`src/shared/opb_pkg.sv`:
```
// package: register map, field layout, reset values and states of the program buffer block
package opb_pkg;

	// ***********************************
	// register byte addresses
	// ***********************************
	localparam logic [31:0] OPB_ADDR_MODE   = 32'h07f40000; // mode register
	localparam logic [31:0] OPB_ADDR_STAT   = 32'h07f40004; // status register
	localparam logic [31:0] OPB_ADDR_PADDR  = 32'h07f40008; // program_address_buffer
	localparam logic [31:0] OPB_ADDR_PDATA  = 32'h07f4000c; // program_data_buffer
	localparam logic [31:0] OPB_ADDR_TIM1   = 32'h07f40010; // timing_config_first
	localparam logic [31:0] OPB_ADDR_IRQ_ST = 32'h07f40040; // interrupt status
	localparam logic [31:0] OPB_ADDR_IRQ_EN = 32'h07f40044; // interrupt enable
	localparam logic [31:0] OPB_ADDR_IRQ_CL = 32'h07f40048; // interrupt clear

	// ***********************************
	// fields and encodings
	// ***********************************
	localparam int          OPB_WADDR_W      = 12;
	localparam logic [11:0] OPB_WADDR_MAX    = 12'hbff; // 3071
	localparam logic [2:0]  OPB_MODE_PROGRAM = 3'h3;
	localparam int OPB_CPU_LSB  = 0;
	localparam int OPB_SHORT_LSB = 8;
	localparam int OPB_RD_LSB   = 12;
	localparam int OPB_LDO_LSB  = 16;
	localparam int OPB_SEL_RD_LSB = 20;
	localparam int OPB_SEL_PG_LSB = 24;
	localparam int OPB_STAT_IDLE_BIT  = 0;
	localparam int OPB_STAT_EMPTY_BIT = 1;
	localparam int OPB_STAT_MRDY_BIT  = 2;

	// ***********************************
	// reset values
	// ***********************************
	localparam logic [31:0] OPB_TIM1_RST   = 32'h0999100f;
	localparam logic [2:0]  OPB_MODE_RST   = 3'h0;
	localparam logic [1:0]  OPB_IRQ_EN_RST = 2'h0;

	// program engine states
	typedef enum logic [1:0] {
		OPB_IDLE,
		OPB_SEL_WAIT,
		OPB_PULSE,
		OPB_DONE
	} opb_state_t;

endpackage : opb_pkg

```
`src/verilog/opb_program_buffer.sv`:
```
// program request buffer, timing register and program sequencer of the memory controller
//
// The plain strobed port was chosen for this implementation.
`timescale 1ns/1ps
`default_nettype none

module opb_program_buffer (
	// clock and reset
	input  wire logic        core_clk,
	input  wire logic        rst_n,
	// register port
	input  wire logic [31:0] reg_addr,
	input  wire logic [31:0] reg_wdata,
	input  wire logic        reg_wr,
	input  wire logic        reg_rd,
	output logic      [31:0] reg_rdata,
	// memory array side
	output logic             mem_select,
	output logic             mem_program_mode_pulse,
	output logic      [11:0] mem_word_addr,
	output logic      [31:0] mem_word_data,
	// interrupt
	output logic             irq
);
	import opb_pkg::*;

	// ***********************************
	// registers
	// ***********************************
	// flow: software fills data, then address; an address write in program
	// mode raises launch, the idle engine copies the slot and frees it, then
	// selects the array, waits in microsecond ticks and gives one pulse
	// software-visible state; the buffer pair is the single request slot
	logic [2:0]  mode_r;
	logic [11:0] paddr_r;
	logic [31:0] pdata_r;
	logic [31:0] tim1_r;
	logic        empty_r;
	logic        idle_r;
	// engine copy: frees the buffer while the array is still busy
	logic [11:0] eng_addr_r;
	logic [31:0] eng_data_r;
	logic        launch_r;
	// microsecond divider and engine counters
	logic [7:0]  us_div_r;
	logic        us_tick_r;
	logic [6:0]  wait_r;
	logic [3:0]  pulse_r;
	// sequencer state and sticky interrupt bits
	opb_state_t  state_r;
	logic [1:0]  irq_st_r;
	logic [1:0]  irq_en_r;

	// decoded strobes and next values, all combinational
	logic        wr_paddr;
	logic        wr_pdata;
	logic        program_mode_mode;
	logic        take;
	logic        done_ev;
	logic [31:0] rd_nxt;
	logic [1:0]  irq_set;
	logic [1:0]  irq_clr;
	logic [1:0]  irq_st_nxt;
	logic        wr_mode;
	logic        wr_tim1;
	logic        wr_irq_en;
	logic        wr_irq_cl;

	// field extraction shared by several readers
	// a field wider than seven bits must not pass through here
	function automatic logic [6:0] opb_field(input logic [31:0] v,
		input int lsb, input int w);
		logic [31:0] s;
		s = (v >> lsb) & ((32'h1 << w) - 32'h1);
		return s[6:0];
	endfunction : opb_field

	// one decoder for every write strobe, so all registers see the same
	// address match
	function automatic logic opb_wr_hit(input logic wr,
		input logic [31:0] a, input logic [31:0] target);
		return wr && (a == target);
	endfunction : opb_wr_hit

	// ***********************************
	// write decode
	// ***********************************
	// program mode is a plain compare; no mode transition delay is
	// modelled, so the mode-ready status bit reads one at all times
	assign program_mode_mode = (mode_r == OPB_MODE_PROGRAM);
	// every register write goes through the same address match
	assign wr_mode   = opb_wr_hit(reg_wr, reg_addr, OPB_ADDR_MODE);
	assign wr_tim1   = opb_wr_hit(reg_wr, reg_addr, OPB_ADDR_TIM1);
	assign wr_irq_en = opb_wr_hit(reg_wr, reg_addr, OPB_ADDR_IRQ_EN);
	assign wr_irq_cl = opb_wr_hit(reg_wr, reg_addr, OPB_ADDR_IRQ_CL);
	// buffer writes are dropped while a request is pending, so a late
	// write can never alter the word the engine is about to copy
	assign wr_paddr  = opb_wr_hit(reg_wr, reg_addr, OPB_ADDR_PADDR)
		&& empty_r;
	assign wr_pdata  = opb_wr_hit(reg_wr, reg_addr, OPB_ADDR_PDATA)
		&& empty_r;
	// the engine takes a launch only between operations
	assign take      = launch_r && (state_r == OPB_IDLE);

	// mode register, reached at its own word
	// only bits 2:0 are kept; the rest read back as zero
	always_ff @(posedge core_clk or negedge rst_n) begin
		if (!rst_n) begin
			mode_r <= OPB_MODE_RST;
		end else if (wr_mode) begin
			mode_r <= reg_wdata[2:0];
		end
	end

	// request buffer: address and data words
	// the address write stores its value in every mode; only the launch
	// below depends on program mode
	always_ff @(posedge core_clk or negedge rst_n) begin
		if (!rst_n) begin
			paddr_r <= 12'h000;
			pdata_r <= 32'h00000000;
		end else begin
			if (wr_paddr) begin
				paddr_r <= reg_wdata[11:0];
			end
			// the data word may be rewritten any number of times before launch
			if (wr_pdata) begin
				pdata_r <= reg_wdata;
			end
		end
	end

	// timing register; bit 31 and bit 11 stay zero
	// the ldo and select-to-read waits belong to the power and read
	// sequencer; this block only programs, so it keeps and reads them back
	always_ff @(posedge core_clk or negedge rst_n) begin
		if (!rst_n) begin
			tim1_r <= OPB_TIM1_RST;
		end else if (wr_tim1) begin
			// reserved bits are dropped on the way in
			tim1_r <= reg_wdata & 32'h7ffff7ff;
		end
	end

	// launch and empty flag: a launch is held until the engine takes it
	// launch and empty are complements, so a launching write and a take
	// can never fall in the same cycle
	always_ff @(posedge core_clk or negedge rst_n) begin
		if (!rst_n) begin
			empty_r  <= 1'b1;
			launch_r <= 1'b0;
		end else if (wr_paddr && program_mode_mode) begin
			empty_r  <= 1'b0;
			launch_r <= 1'b1;
		end else if (take) begin
			// the slot is free again once the engine holds its own copy
			empty_r  <= 1'b1;
			launch_r <= 1'b0;
		end
	end

	// ***********************************
	// microsecond tick
	// ***********************************
	// tick once every field+1 cycles. the divider runs free, so the first
	// tick of a wait lands up to one period early; a smaller new setting
	// is caught by the >= compare instead of wrapping through 255
	always_ff @(posedge core_clk or negedge rst_n) begin
		if (!rst_n) begin
			us_div_r  <= 8'h00;
			us_tick_r <= 1'b0;
		end else if (us_div_r >= tim1_r[OPB_CPU_LSB +: 8]) begin
			us_div_r  <= 8'h00;
			us_tick_r <= 1'b1;
		end else begin
			// count up towards the field value
			us_div_r  <= us_div_r + 8'h01;
			us_tick_r <= 1'b0;
		end
	end

	// ***********************************
	// program engine
	// ***********************************
	// select, wait select-to-program, one pulse of read-access+1 cycles.
	// the ldo is taken to be on once program mode is entered; this engine
	// does not count the ldo wait itself, it only keeps the field.
	// select stays high from the take to the done cycle, so the array
	// never sees a pulse without select
	always_ff @(posedge core_clk or negedge rst_n) begin
		if (!rst_n) begin
			state_r    <= OPB_IDLE;
			idle_r     <= 1'b1;
			wait_r     <= 7'h00;
			pulse_r    <= 4'h0;
			eng_addr_r <= 12'h000;
			eng_data_r <= 32'h00000000;
			mem_select <= 1'b0;
			mem_program_mode_pulse <= 1'b0;
		end else begin
			case (state_r)
				OPB_IDLE: begin
					// copy the slot so software may refill it at once
					if (take) begin
						eng_addr_r <= paddr_r;
						eng_data_r <= pdata_r;
						wait_r     <= opb_field(tim1_r, OPB_SEL_PG_LSB, 7);
						idle_r     <= 1'b0;
						mem_select <= 1'b1;
						state_r    <= OPB_SEL_WAIT;
					end
				end
				OPB_SEL_WAIT: begin
					// field+1 ticks in all: the wait counts down to zero
					if (us_tick_r) begin
						if (wait_r == 7'h00) begin
							// load the pulse length as the wait expires
							pulse_r <= 4'(opb_field(tim1_r,
								OPB_RD_LSB, 4));
							mem_program_mode_pulse <= 1'b1;
							state_r <= OPB_PULSE;
						end else begin
							wait_r <= wait_r - 7'h01;
						end
					end
				end
				OPB_PULSE: begin
					// the pulse stands field+1 cycles
					if (pulse_r == 4'h0) begin
						mem_program_mode_pulse <= 1'b0;
						state_r <= OPB_DONE;
					end else begin
						pulse_r <= pulse_r - 4'h1;
					end
				end
				OPB_DONE: begin
					// select drops and the engine reports idle
					mem_select <= 1'b0;
					idle_r     <= 1'b1;
					state_r    <= OPB_IDLE;
				end
				default: begin
					// an unused code returns to idle rather than hang the array
					state_r <= OPB_IDLE;
				end
			endcase
		end
	end

	// done lasts one cycle, the single cycle spent in the done state
	assign done_ev = (state_r == OPB_DONE);

	// memory word lines follow the engine copy
	// the one-cycle lag is harmless: the pulse comes microseconds later,
	// and the array sees stable words from the second cycle of the select window on
	always_ff @(posedge core_clk or negedge rst_n) begin
		if (!rst_n) begin
			mem_word_addr <= 12'h000;
			mem_word_data <= 32'h00000000;
		end else begin
			mem_word_addr <= eng_addr_r;
			mem_word_data <= eng_data_r;
		end
	end

	// ***********************************
	// interrupts
	// ***********************************
	// bit 0: programming done, bit 1: request taken (buffer free again)
	assign irq_set = {take, done_ev};
	// the clear register is write-only and reads zero
	assign irq_clr = wr_irq_cl ? reg_wdata[1:0] : 2'h0;
	// set wins over a clear in the same cycle, so no event is lost
	assign irq_st_nxt = (irq_st_r & ~irq_clr) | irq_set;

	// status, enable and the registered interrupt line
	always_ff @(posedge core_clk or negedge rst_n) begin
		if (!rst_n) begin
			irq_st_r <= 2'h0;
			irq_en_r <= OPB_IRQ_EN_RST;
			irq      <= 1'b0;
		end else begin
			irq_st_r <= irq_st_nxt;
			// the enable is a plain read/write register
			if (wr_irq_en) begin
				irq_en_r <= reg_wdata[1:0];
			end
			// irq rises in the same cycle as a new status bit, from the next-state value
			irq <= |(irq_st_nxt & irq_en_r);
		end
	end

	// ***********************************
	// read path
	// ***********************************
	// read mux; unmapped words and the clear register read zero
	always_comb begin
		rd_nxt = 32'h00000000;
		case (reg_addr)
			OPB_ADDR_MODE:   rd_nxt = {29'h0, mode_r};
			OPB_ADDR_STAT: begin
				rd_nxt[OPB_STAT_IDLE_BIT]  = idle_r;
				rd_nxt[OPB_STAT_EMPTY_BIT] = empty_r;
				// mode changes act at once, so mode-ready stays one
				rd_nxt[OPB_STAT_MRDY_BIT]  = 1'b1;
			end
			// upper address bits are not stored, so they read zero
			OPB_ADDR_PADDR:  rd_nxt = {20'h0, paddr_r};
			OPB_ADDR_PDATA:  rd_nxt = pdata_r;
			OPB_ADDR_TIM1:   rd_nxt = tim1_r;
			OPB_ADDR_IRQ_ST: rd_nxt = {30'h0, irq_st_r};
			OPB_ADDR_IRQ_EN: rd_nxt = {30'h0, irq_en_r};
			default:         rd_nxt = 32'h00000000;
		endcase
	end

	// data stand only in the cycle after the strobe
	// zero otherwise, so a stale word never lingers on the port
	always_ff @(posedge core_clk or negedge rst_n) begin
		if (!rst_n) begin
			reg_rdata <= 32'h00000000;
		end else if (reg_rd) begin
			reg_rdata <= rd_nxt;
		end else begin
			reg_rdata <= 32'h00000000;
		end
	end

endmodule : opb_program_buffer

`default_nettype wire

```
`config.mk`:
```
export PLATFORM = sky130hd
export DESIGN_NAME = opb_program_buffer
export DESIGN_NICKNAME = d
export VERILOG_FILES = /design/src/shared/opb_pkg.sv /design/src/verilog/opb_program_buffer.sv
export SDC_FILE = /design/constraint.sdc
export NUM_CORES = 1
export LEC_CHECK = 0
export ABC_AREA = 1
export BUFFER_PORTS_ARGS = -buffer_cell sky130_fd_sc_hd__buf_2
export CORE_ASPECT_RATIO = 1.75
export CORE_MARGIN = 2
export CORE_UTILIZATION = 50
export CTS_BUF_LIST = sky130_fd_sc_hd__clkbuf_16
export CTS_CLUSTER_SIZE = 20
export DETAILED_ROUTE_END_ITERATION = 16
export PLACE_DENSITY = 0.8
export SLEW_MARGIN = 5
export SYNTH_ARGS = -nofsm -noshare
export SYNTH_HDL_FRONTEND = slang
export SYNTH_SLANG_ARGS = --single-unit
export TNS_END_PERCENT = 10
```
`constraint.sdc`:
```
create_clock -name core_clk -period 2.35 [get_ports core_clk]
set_input_delay 0.235 -clock core_clk [delete_from_list [all_inputs] [get_ports core_clk]]
set_output_delay 0.235 -clock core_clk [all_outputs]
set_load 0.1 [all_outputs]
```
==> out/qor.log <==
qor: timing.setup_violations_final 0
qor: synthesis.number_of_warnings_issued_by_yosys 0
qor: cells_and_area.drive_gt1_share 19.7%
qor: route.wire_per_inst 14.5 um
qor: floorplan.floorplan.io_pins 147
qor: worst_hold_path.worstHoldPathType input pin to register
qor: route.postRouteWirelength 21200 um
qor: floorplan.dieHeight 187 um
qor: critical_path.worst_path_max_delay_cell sky130_fd_sc_hd__dfrtp_1
qor: floorplan.die-width 108 um
qor: timing.timing_worst_slew_pin_value 0.714 ns
qor: place.dpl.hpwl 14700 um
qor: synthesis.synth_area 0.00954 mm^2
qor: cells_and_area.fin_cells 1464
qor: power_and_ir_drop.power.leakage 6.37 nW
qor: timing.maxClockFrequency 481 MHz
qor: clock_tree.cts_made_buffers 21
qor: synthesis.synth-simple-area-share 19.5%
qor: global_routing.grt_pass1_wl 35900 um
qor: global_routing.grtUsageTotal 22.2%
qor: timing.layout_worst_path_cycle_share 88.5%
qor: global_routing.number_of_global_route_vias_before_repair 7495
qor: synthesis.synthMuxAreaShare 0%
qor: global_routing.grt_antenna_before_repair 0
qor: power_and_ir_drop.vdd_drop_max 0.000825 V
qor: timing.timing.final.hold_violations 0
qor: power_and_ir_drop.report.power.total 7.57 mW
qor: cells_and_area.insertedDiodeCount 0
qor: place.place_inst 1416
qor: critical_path.crit_arrival 2.43 ns
qor: place.finalWeightedCongestion 0.838
qor: synthesis.synth.top_cells.by_area sky130_fd_sc_hd__dfrtp_1 (57%), sky130_fd_sc_hd__nand2_1 (10%), sky130_fd_sc_hd__inv_1 (5.9%), sky130_fd_sc_hd__nor2_1 (4.6%), sky130_fd_sc_hd__dfstp_2 (3.6%)
qor: route.route.vias.total 7211
qor: clock_tree.clock_latency_reported_for_the_late_side_of_the_worst_skew_pair 0.50 ns
qor: floorplan.floorplan.initialDensity 51.1%
qor: timing.worst_clock_skew 0.0189 ns
qor: route.drc 0
qor: synthesis.synthDominantAreaCellType sky130_fd_sc_hd__dfrtp_1
qor: critical_path.path_max_fanout 13
qor: critical_path.path_cells inv_1 -> ha_2 -> inv_1 -> o21ai_0 -> inv_1 -> nand2_1 -> clkinv_1 -> o211ai_1 -> o21ai_0
qor: synthesis.syn_area_per_cell 9.11 um^2
qor: critical_path.timing.critical_path.to_type register
qor: timing.drv_slew 0
qor: synthesis.main_combinational_cell_family_by_area_after_synthesis simple AND/OR/NAND/NOR gates
qor: place.placed_cell_area 0.0105 mm^2
qor: clock_tree.clock_sink_count 229
qor: critical_path.required 2.70 ns
qor: flow_run.cap_viol_max_count 0
qor: place.port-buffer-count 146
qor: floorplan.num_rows 66
qor: cells_and_area.nNetsFinal 1295
qor: clock_tree.cts.htree.levels 1
qor: synthesis.synth_top_area_share 56.7%
qor: critical_path.timing_worst_setup_path_type register to register
qor: clock_tree.cts-root-to-sink-buffers 3
qor: floorplan.core 0.0187 mm^2
qor: floorplan.die-area 0.0202 mm^2
qor: timing.grt_setup_unrepaired no
qor: route.drt_iter0_markers 411
qor: critical_path.critical_path.startpoint_type register
qor: synthesis.synth_seq_area_share 60.2%
qor: synthesis.post_synth_fa_ha_maj_area_fraction 2.10%
qor: clock_tree.tritoncts built
qor: power_and_ir_drop.p_per_area 669 mW/mm^2
qor: route.drtPass1Iterations 5
qor: global_routing.grt_remaining_overflow 0
qor: route.antenna_left 0
qor: synthesis.number_of_storage_elements_in_the_synthesis_netlist 229
qor: timing.max_slew_margin 52.4%
qor: timing.fin_setup_tns 0 ns
qor: cells_and_area.final_util 60.7%
qor: route.post_drt_via_cell_ratio 4.93
qor: clock_tree.cts.root.buffer_cell sky130_fd_sc_hd__clkbuf_16
qor: clock_tree.clkSlewWorstSetupHoldPaths 0.06 ns
qor: timing.final.min_clock_period 2.08 ns
qor: synthesis.syn_nets 1131
qor: run_status.outcome finished clean
qor: global_routing.grt_max_degree 84
qor: synthesis.postSynthCellCount 1047
qor: critical_path.library_cell_appearing_most_often_on_the_critical_path sky130_fd_sc_hd__inv_1
qor: synthesis.synth-xor-area-share 0.551%
qor: critical_path.crit_path_max_incr_delay 0.41 ns
qor: cells_and_area.layout.cell_area.non_filler 0.0113 mm^2
qor: synthesis.synth_compound_area_share 8.96%
qor: cells_and_area.syn_to_final_growth 18.7%
qor: synthesis.netlist-cell-type-count 40
[per-layer routing]
layer	track usage [%]	vias up	routed length (um)
met5	0	-	0
met4	8.78	0	820
met3	2.41	59	946
met2	40.8	199	11600
met1	25.8	3397	7830
li1	-	3556	-
[final cells by class]
type                            instances  area (um^2)
Clock inverter                         17          159
Fill cell                            1630         7340
Timing Repair Buffer                  173         1020
Tap cell                              238          298
Multi-Input combinational cell        627         2980
Clock buffer                           21          526
Sequential cell                       229         5750
Inverter                              159          599
[sequential cells by signal, indices dropped and copies added (netlist names)]
name / count
wait_r: 7
eng_addr_r: 12
pdata_r: 32
launch_r: 1
irq: 1
tim1_r: 30
eng_data_r: 32
mode_r: 3
mem_word_addr: 12
empty_r: 1
irq_en_r: 2
mem_select: 1
idle_r: 1
us_div_r: 8
paddr_r: 12
pulse_r: 4
reg_rdata: 32
state_r: 2
us_tick_r: 1
mem_program_mode_pulse: 1
irq_st_r: 2
mem_word_data: 32
[where the power goes]
| group | internal, mW | switching [mW] |
|---|---|---|
| sequential | 3.94 | 0.0000000116 |
| combinational | 0.0775 | 0.150 |
| clock | 1.96 | 1.44 |
| total | 5.98 | 1.59 |
[cell usage in the layout, fill, tap and decap left out, types with 5 or more instances in the layout]
cell type	netlist	final
sky130_fd_sc_hd__a21oi_1	68	68
sky130_fd_sc_hd__buf_2	12	145
sky130_fd_sc_hd__buf_4	1	13
sky130_fd_sc_hd__clkbuf_16	0	21
sky130_fd_sc_hd__clkinv_1	2	5
sky130_fd_sc_hd__clkinv_2	2	7
sky130_fd_sc_hd__dfrtp_1	216	216
sky130_fd_sc_hd__dfstp_2	13	13
sky130_fd_sc_hd__dlygate4sd3_1	0	10
sky130_fd_sc_hd__ha_1	16	15
sky130_fd_sc_hd__inv_1	149	153
sky130_fd_sc_hd__inv_2	6	6
sky130_fd_sc_hd__nand2_1	258	257
sky130_fd_sc_hd__nand2_2	7	8
sky130_fd_sc_hd__nand3_1	28	28
sky130_fd_sc_hd__nor2_1	118	118
sky130_fd_sc_hd__nor3_1	11	11
sky130_fd_sc_hd__o21ai_0	53	53
sky130_fd_sc_hd__o21ai_1	30	30
sky130_fd_sc_hd__xor2_1	5	5
[Yosys cell counts]
library cell and number:
sky130_fd_sc_hd__nand2_4 4, sky130_fd_sc_hd__clkbuf_1 8, sky130_fd_sc_hd__xor2_1 5, sky130_fd_sc_hd__and3_1 1, sky130_fd_sc_hd__nor2_2 1, sky130_fd_sc_hd__a211oi_1 1, sky130_fd_sc_hd__buf_4 1, sky130_fd_sc_hd__a21oi_1 68
sky130_fd_sc_hd__o211ai_1 3, sky130_fd_sc_hd__nor2_4 2, sky130_fd_sc_hd__a32oi_1 1, sky130_fd_sc_hd__nor2_8 2, sky130_fd_sc_hd__clkinv_2 2, sky130_fd_sc_hd__nand3_1 28, sky130_fd_sc_hd__nor3_2 2, sky130_fd_sc_hd__inv_1 149
sky130_fd_sc_hd__nand2_1 258, sky130_fd_sc_hd__inv_2 6, sky130_fd_sc_hd__clkinv_1 2, sky130_fd_sc_hd__a21boi_0 1, sky130_fd_sc_hd__nor3_4 1, sky130_fd_sc_hd__buf_6 11, sky130_fd_sc_hd__o21ai_0 53, sky130_fd_sc_hd__dfrtp_1 216
sky130_fd_sc_hd__nand4_1 3, sky130_fd_sc_hd__o21ai_4 1, sky130_fd_sc_hd__nand3_2 1, sky130_fd_sc_hd__nor3b_1 1, sky130_fd_sc_hd__xnor2_1 1, sky130_fd_sc_hd__nor2b_4 1, sky130_fd_sc_hd__o21ai_1 30, sky130_fd_sc_hd__ha_1 16
sky130_fd_sc_hd__nor3_1 11, sky130_fd_sc_hd__nand2_2 7, sky130_fd_sc_hd__o22ai_1 3, sky130_fd_sc_hd__a21oi_2 2, sky130_fd_sc_hd__nor2_1 118, sky130_fd_sc_hd__buf_2 12, sky130_fd_sc_hd__nand3b_1 1, sky130_fd_sc_hd__dfstp_2 13
[cell families after synthesis]
kind of cell	after synthesis
adder cells (fa/ha/maj)	16
buffers and inverters	191
AND/OR/NAND/NOR	442
flip-flops	229
XOR/XNOR	6
AO/OA/AOI/OAI	163
[repair_timing]
action,in CTS,in global routing
resized for setup,0,1
setup endpoints to repair,0,5
hold buffers,10,0
setup buffers,0,0
endpoints found under the hold margin,81,0
[worst paths after layout]
path | cells after the start | start | endpoint | slack (ns)
worst max-delay path | 9 | state_r[1]$_DFFE_PN0P_ | wait_r[1]$_DFFE_PN0P_ | 0.27
worst min-delay path | 3 | reg_wdata[3] | tim1_r[3]$_DFFE_PN1P_ | 0.01
worst max register to register | 9 | state_r[1]$_DFFE_PN0P_ | wait_r[1]$_DFFE_PN0P_ | 0.27
worst min register to register | 0 | eng_data_r[3]$_DFFE_PN0P_ | mem_word_data[3]$_DFF_PN0_ | 0.36
max in group asynchronous | 3 | rst_n | tim1_r[3]$_DFFE_PN1P_ | 1.18
min in group asynchronous | 2 | rst_n | reg_rdata[0]$_DFF_PN0_ | 0.34
[critical path, delay by kind of cell (launching register included)]
kind | cells | cell delay [ns]
adder cells (fa/ha/maj) | 1 | 0.27
AND/OR/NAND/NOR | 1 | 0.11
flip-flops | 1 | 0.41
AO/OA/AOI/OAI | 3 | 0.52
buffers and inverters | 4 | 0.63
[metrics by stage]
| stage | setup slack [ns] | hold slack (ns) |
|---|---|---|
| after floorplan | 0.731 | -0.0606 |
| after global placement | 0.324 | 0.269 |
| after detailed placement | 0.263 | 0.272 |
| after CTS | 0.211 | 0.00253 |
| after global routing | 0.0571 | 0.0222 |
| final | 0.271 | 0.0137 |
(Power assumes the default switching activity.)
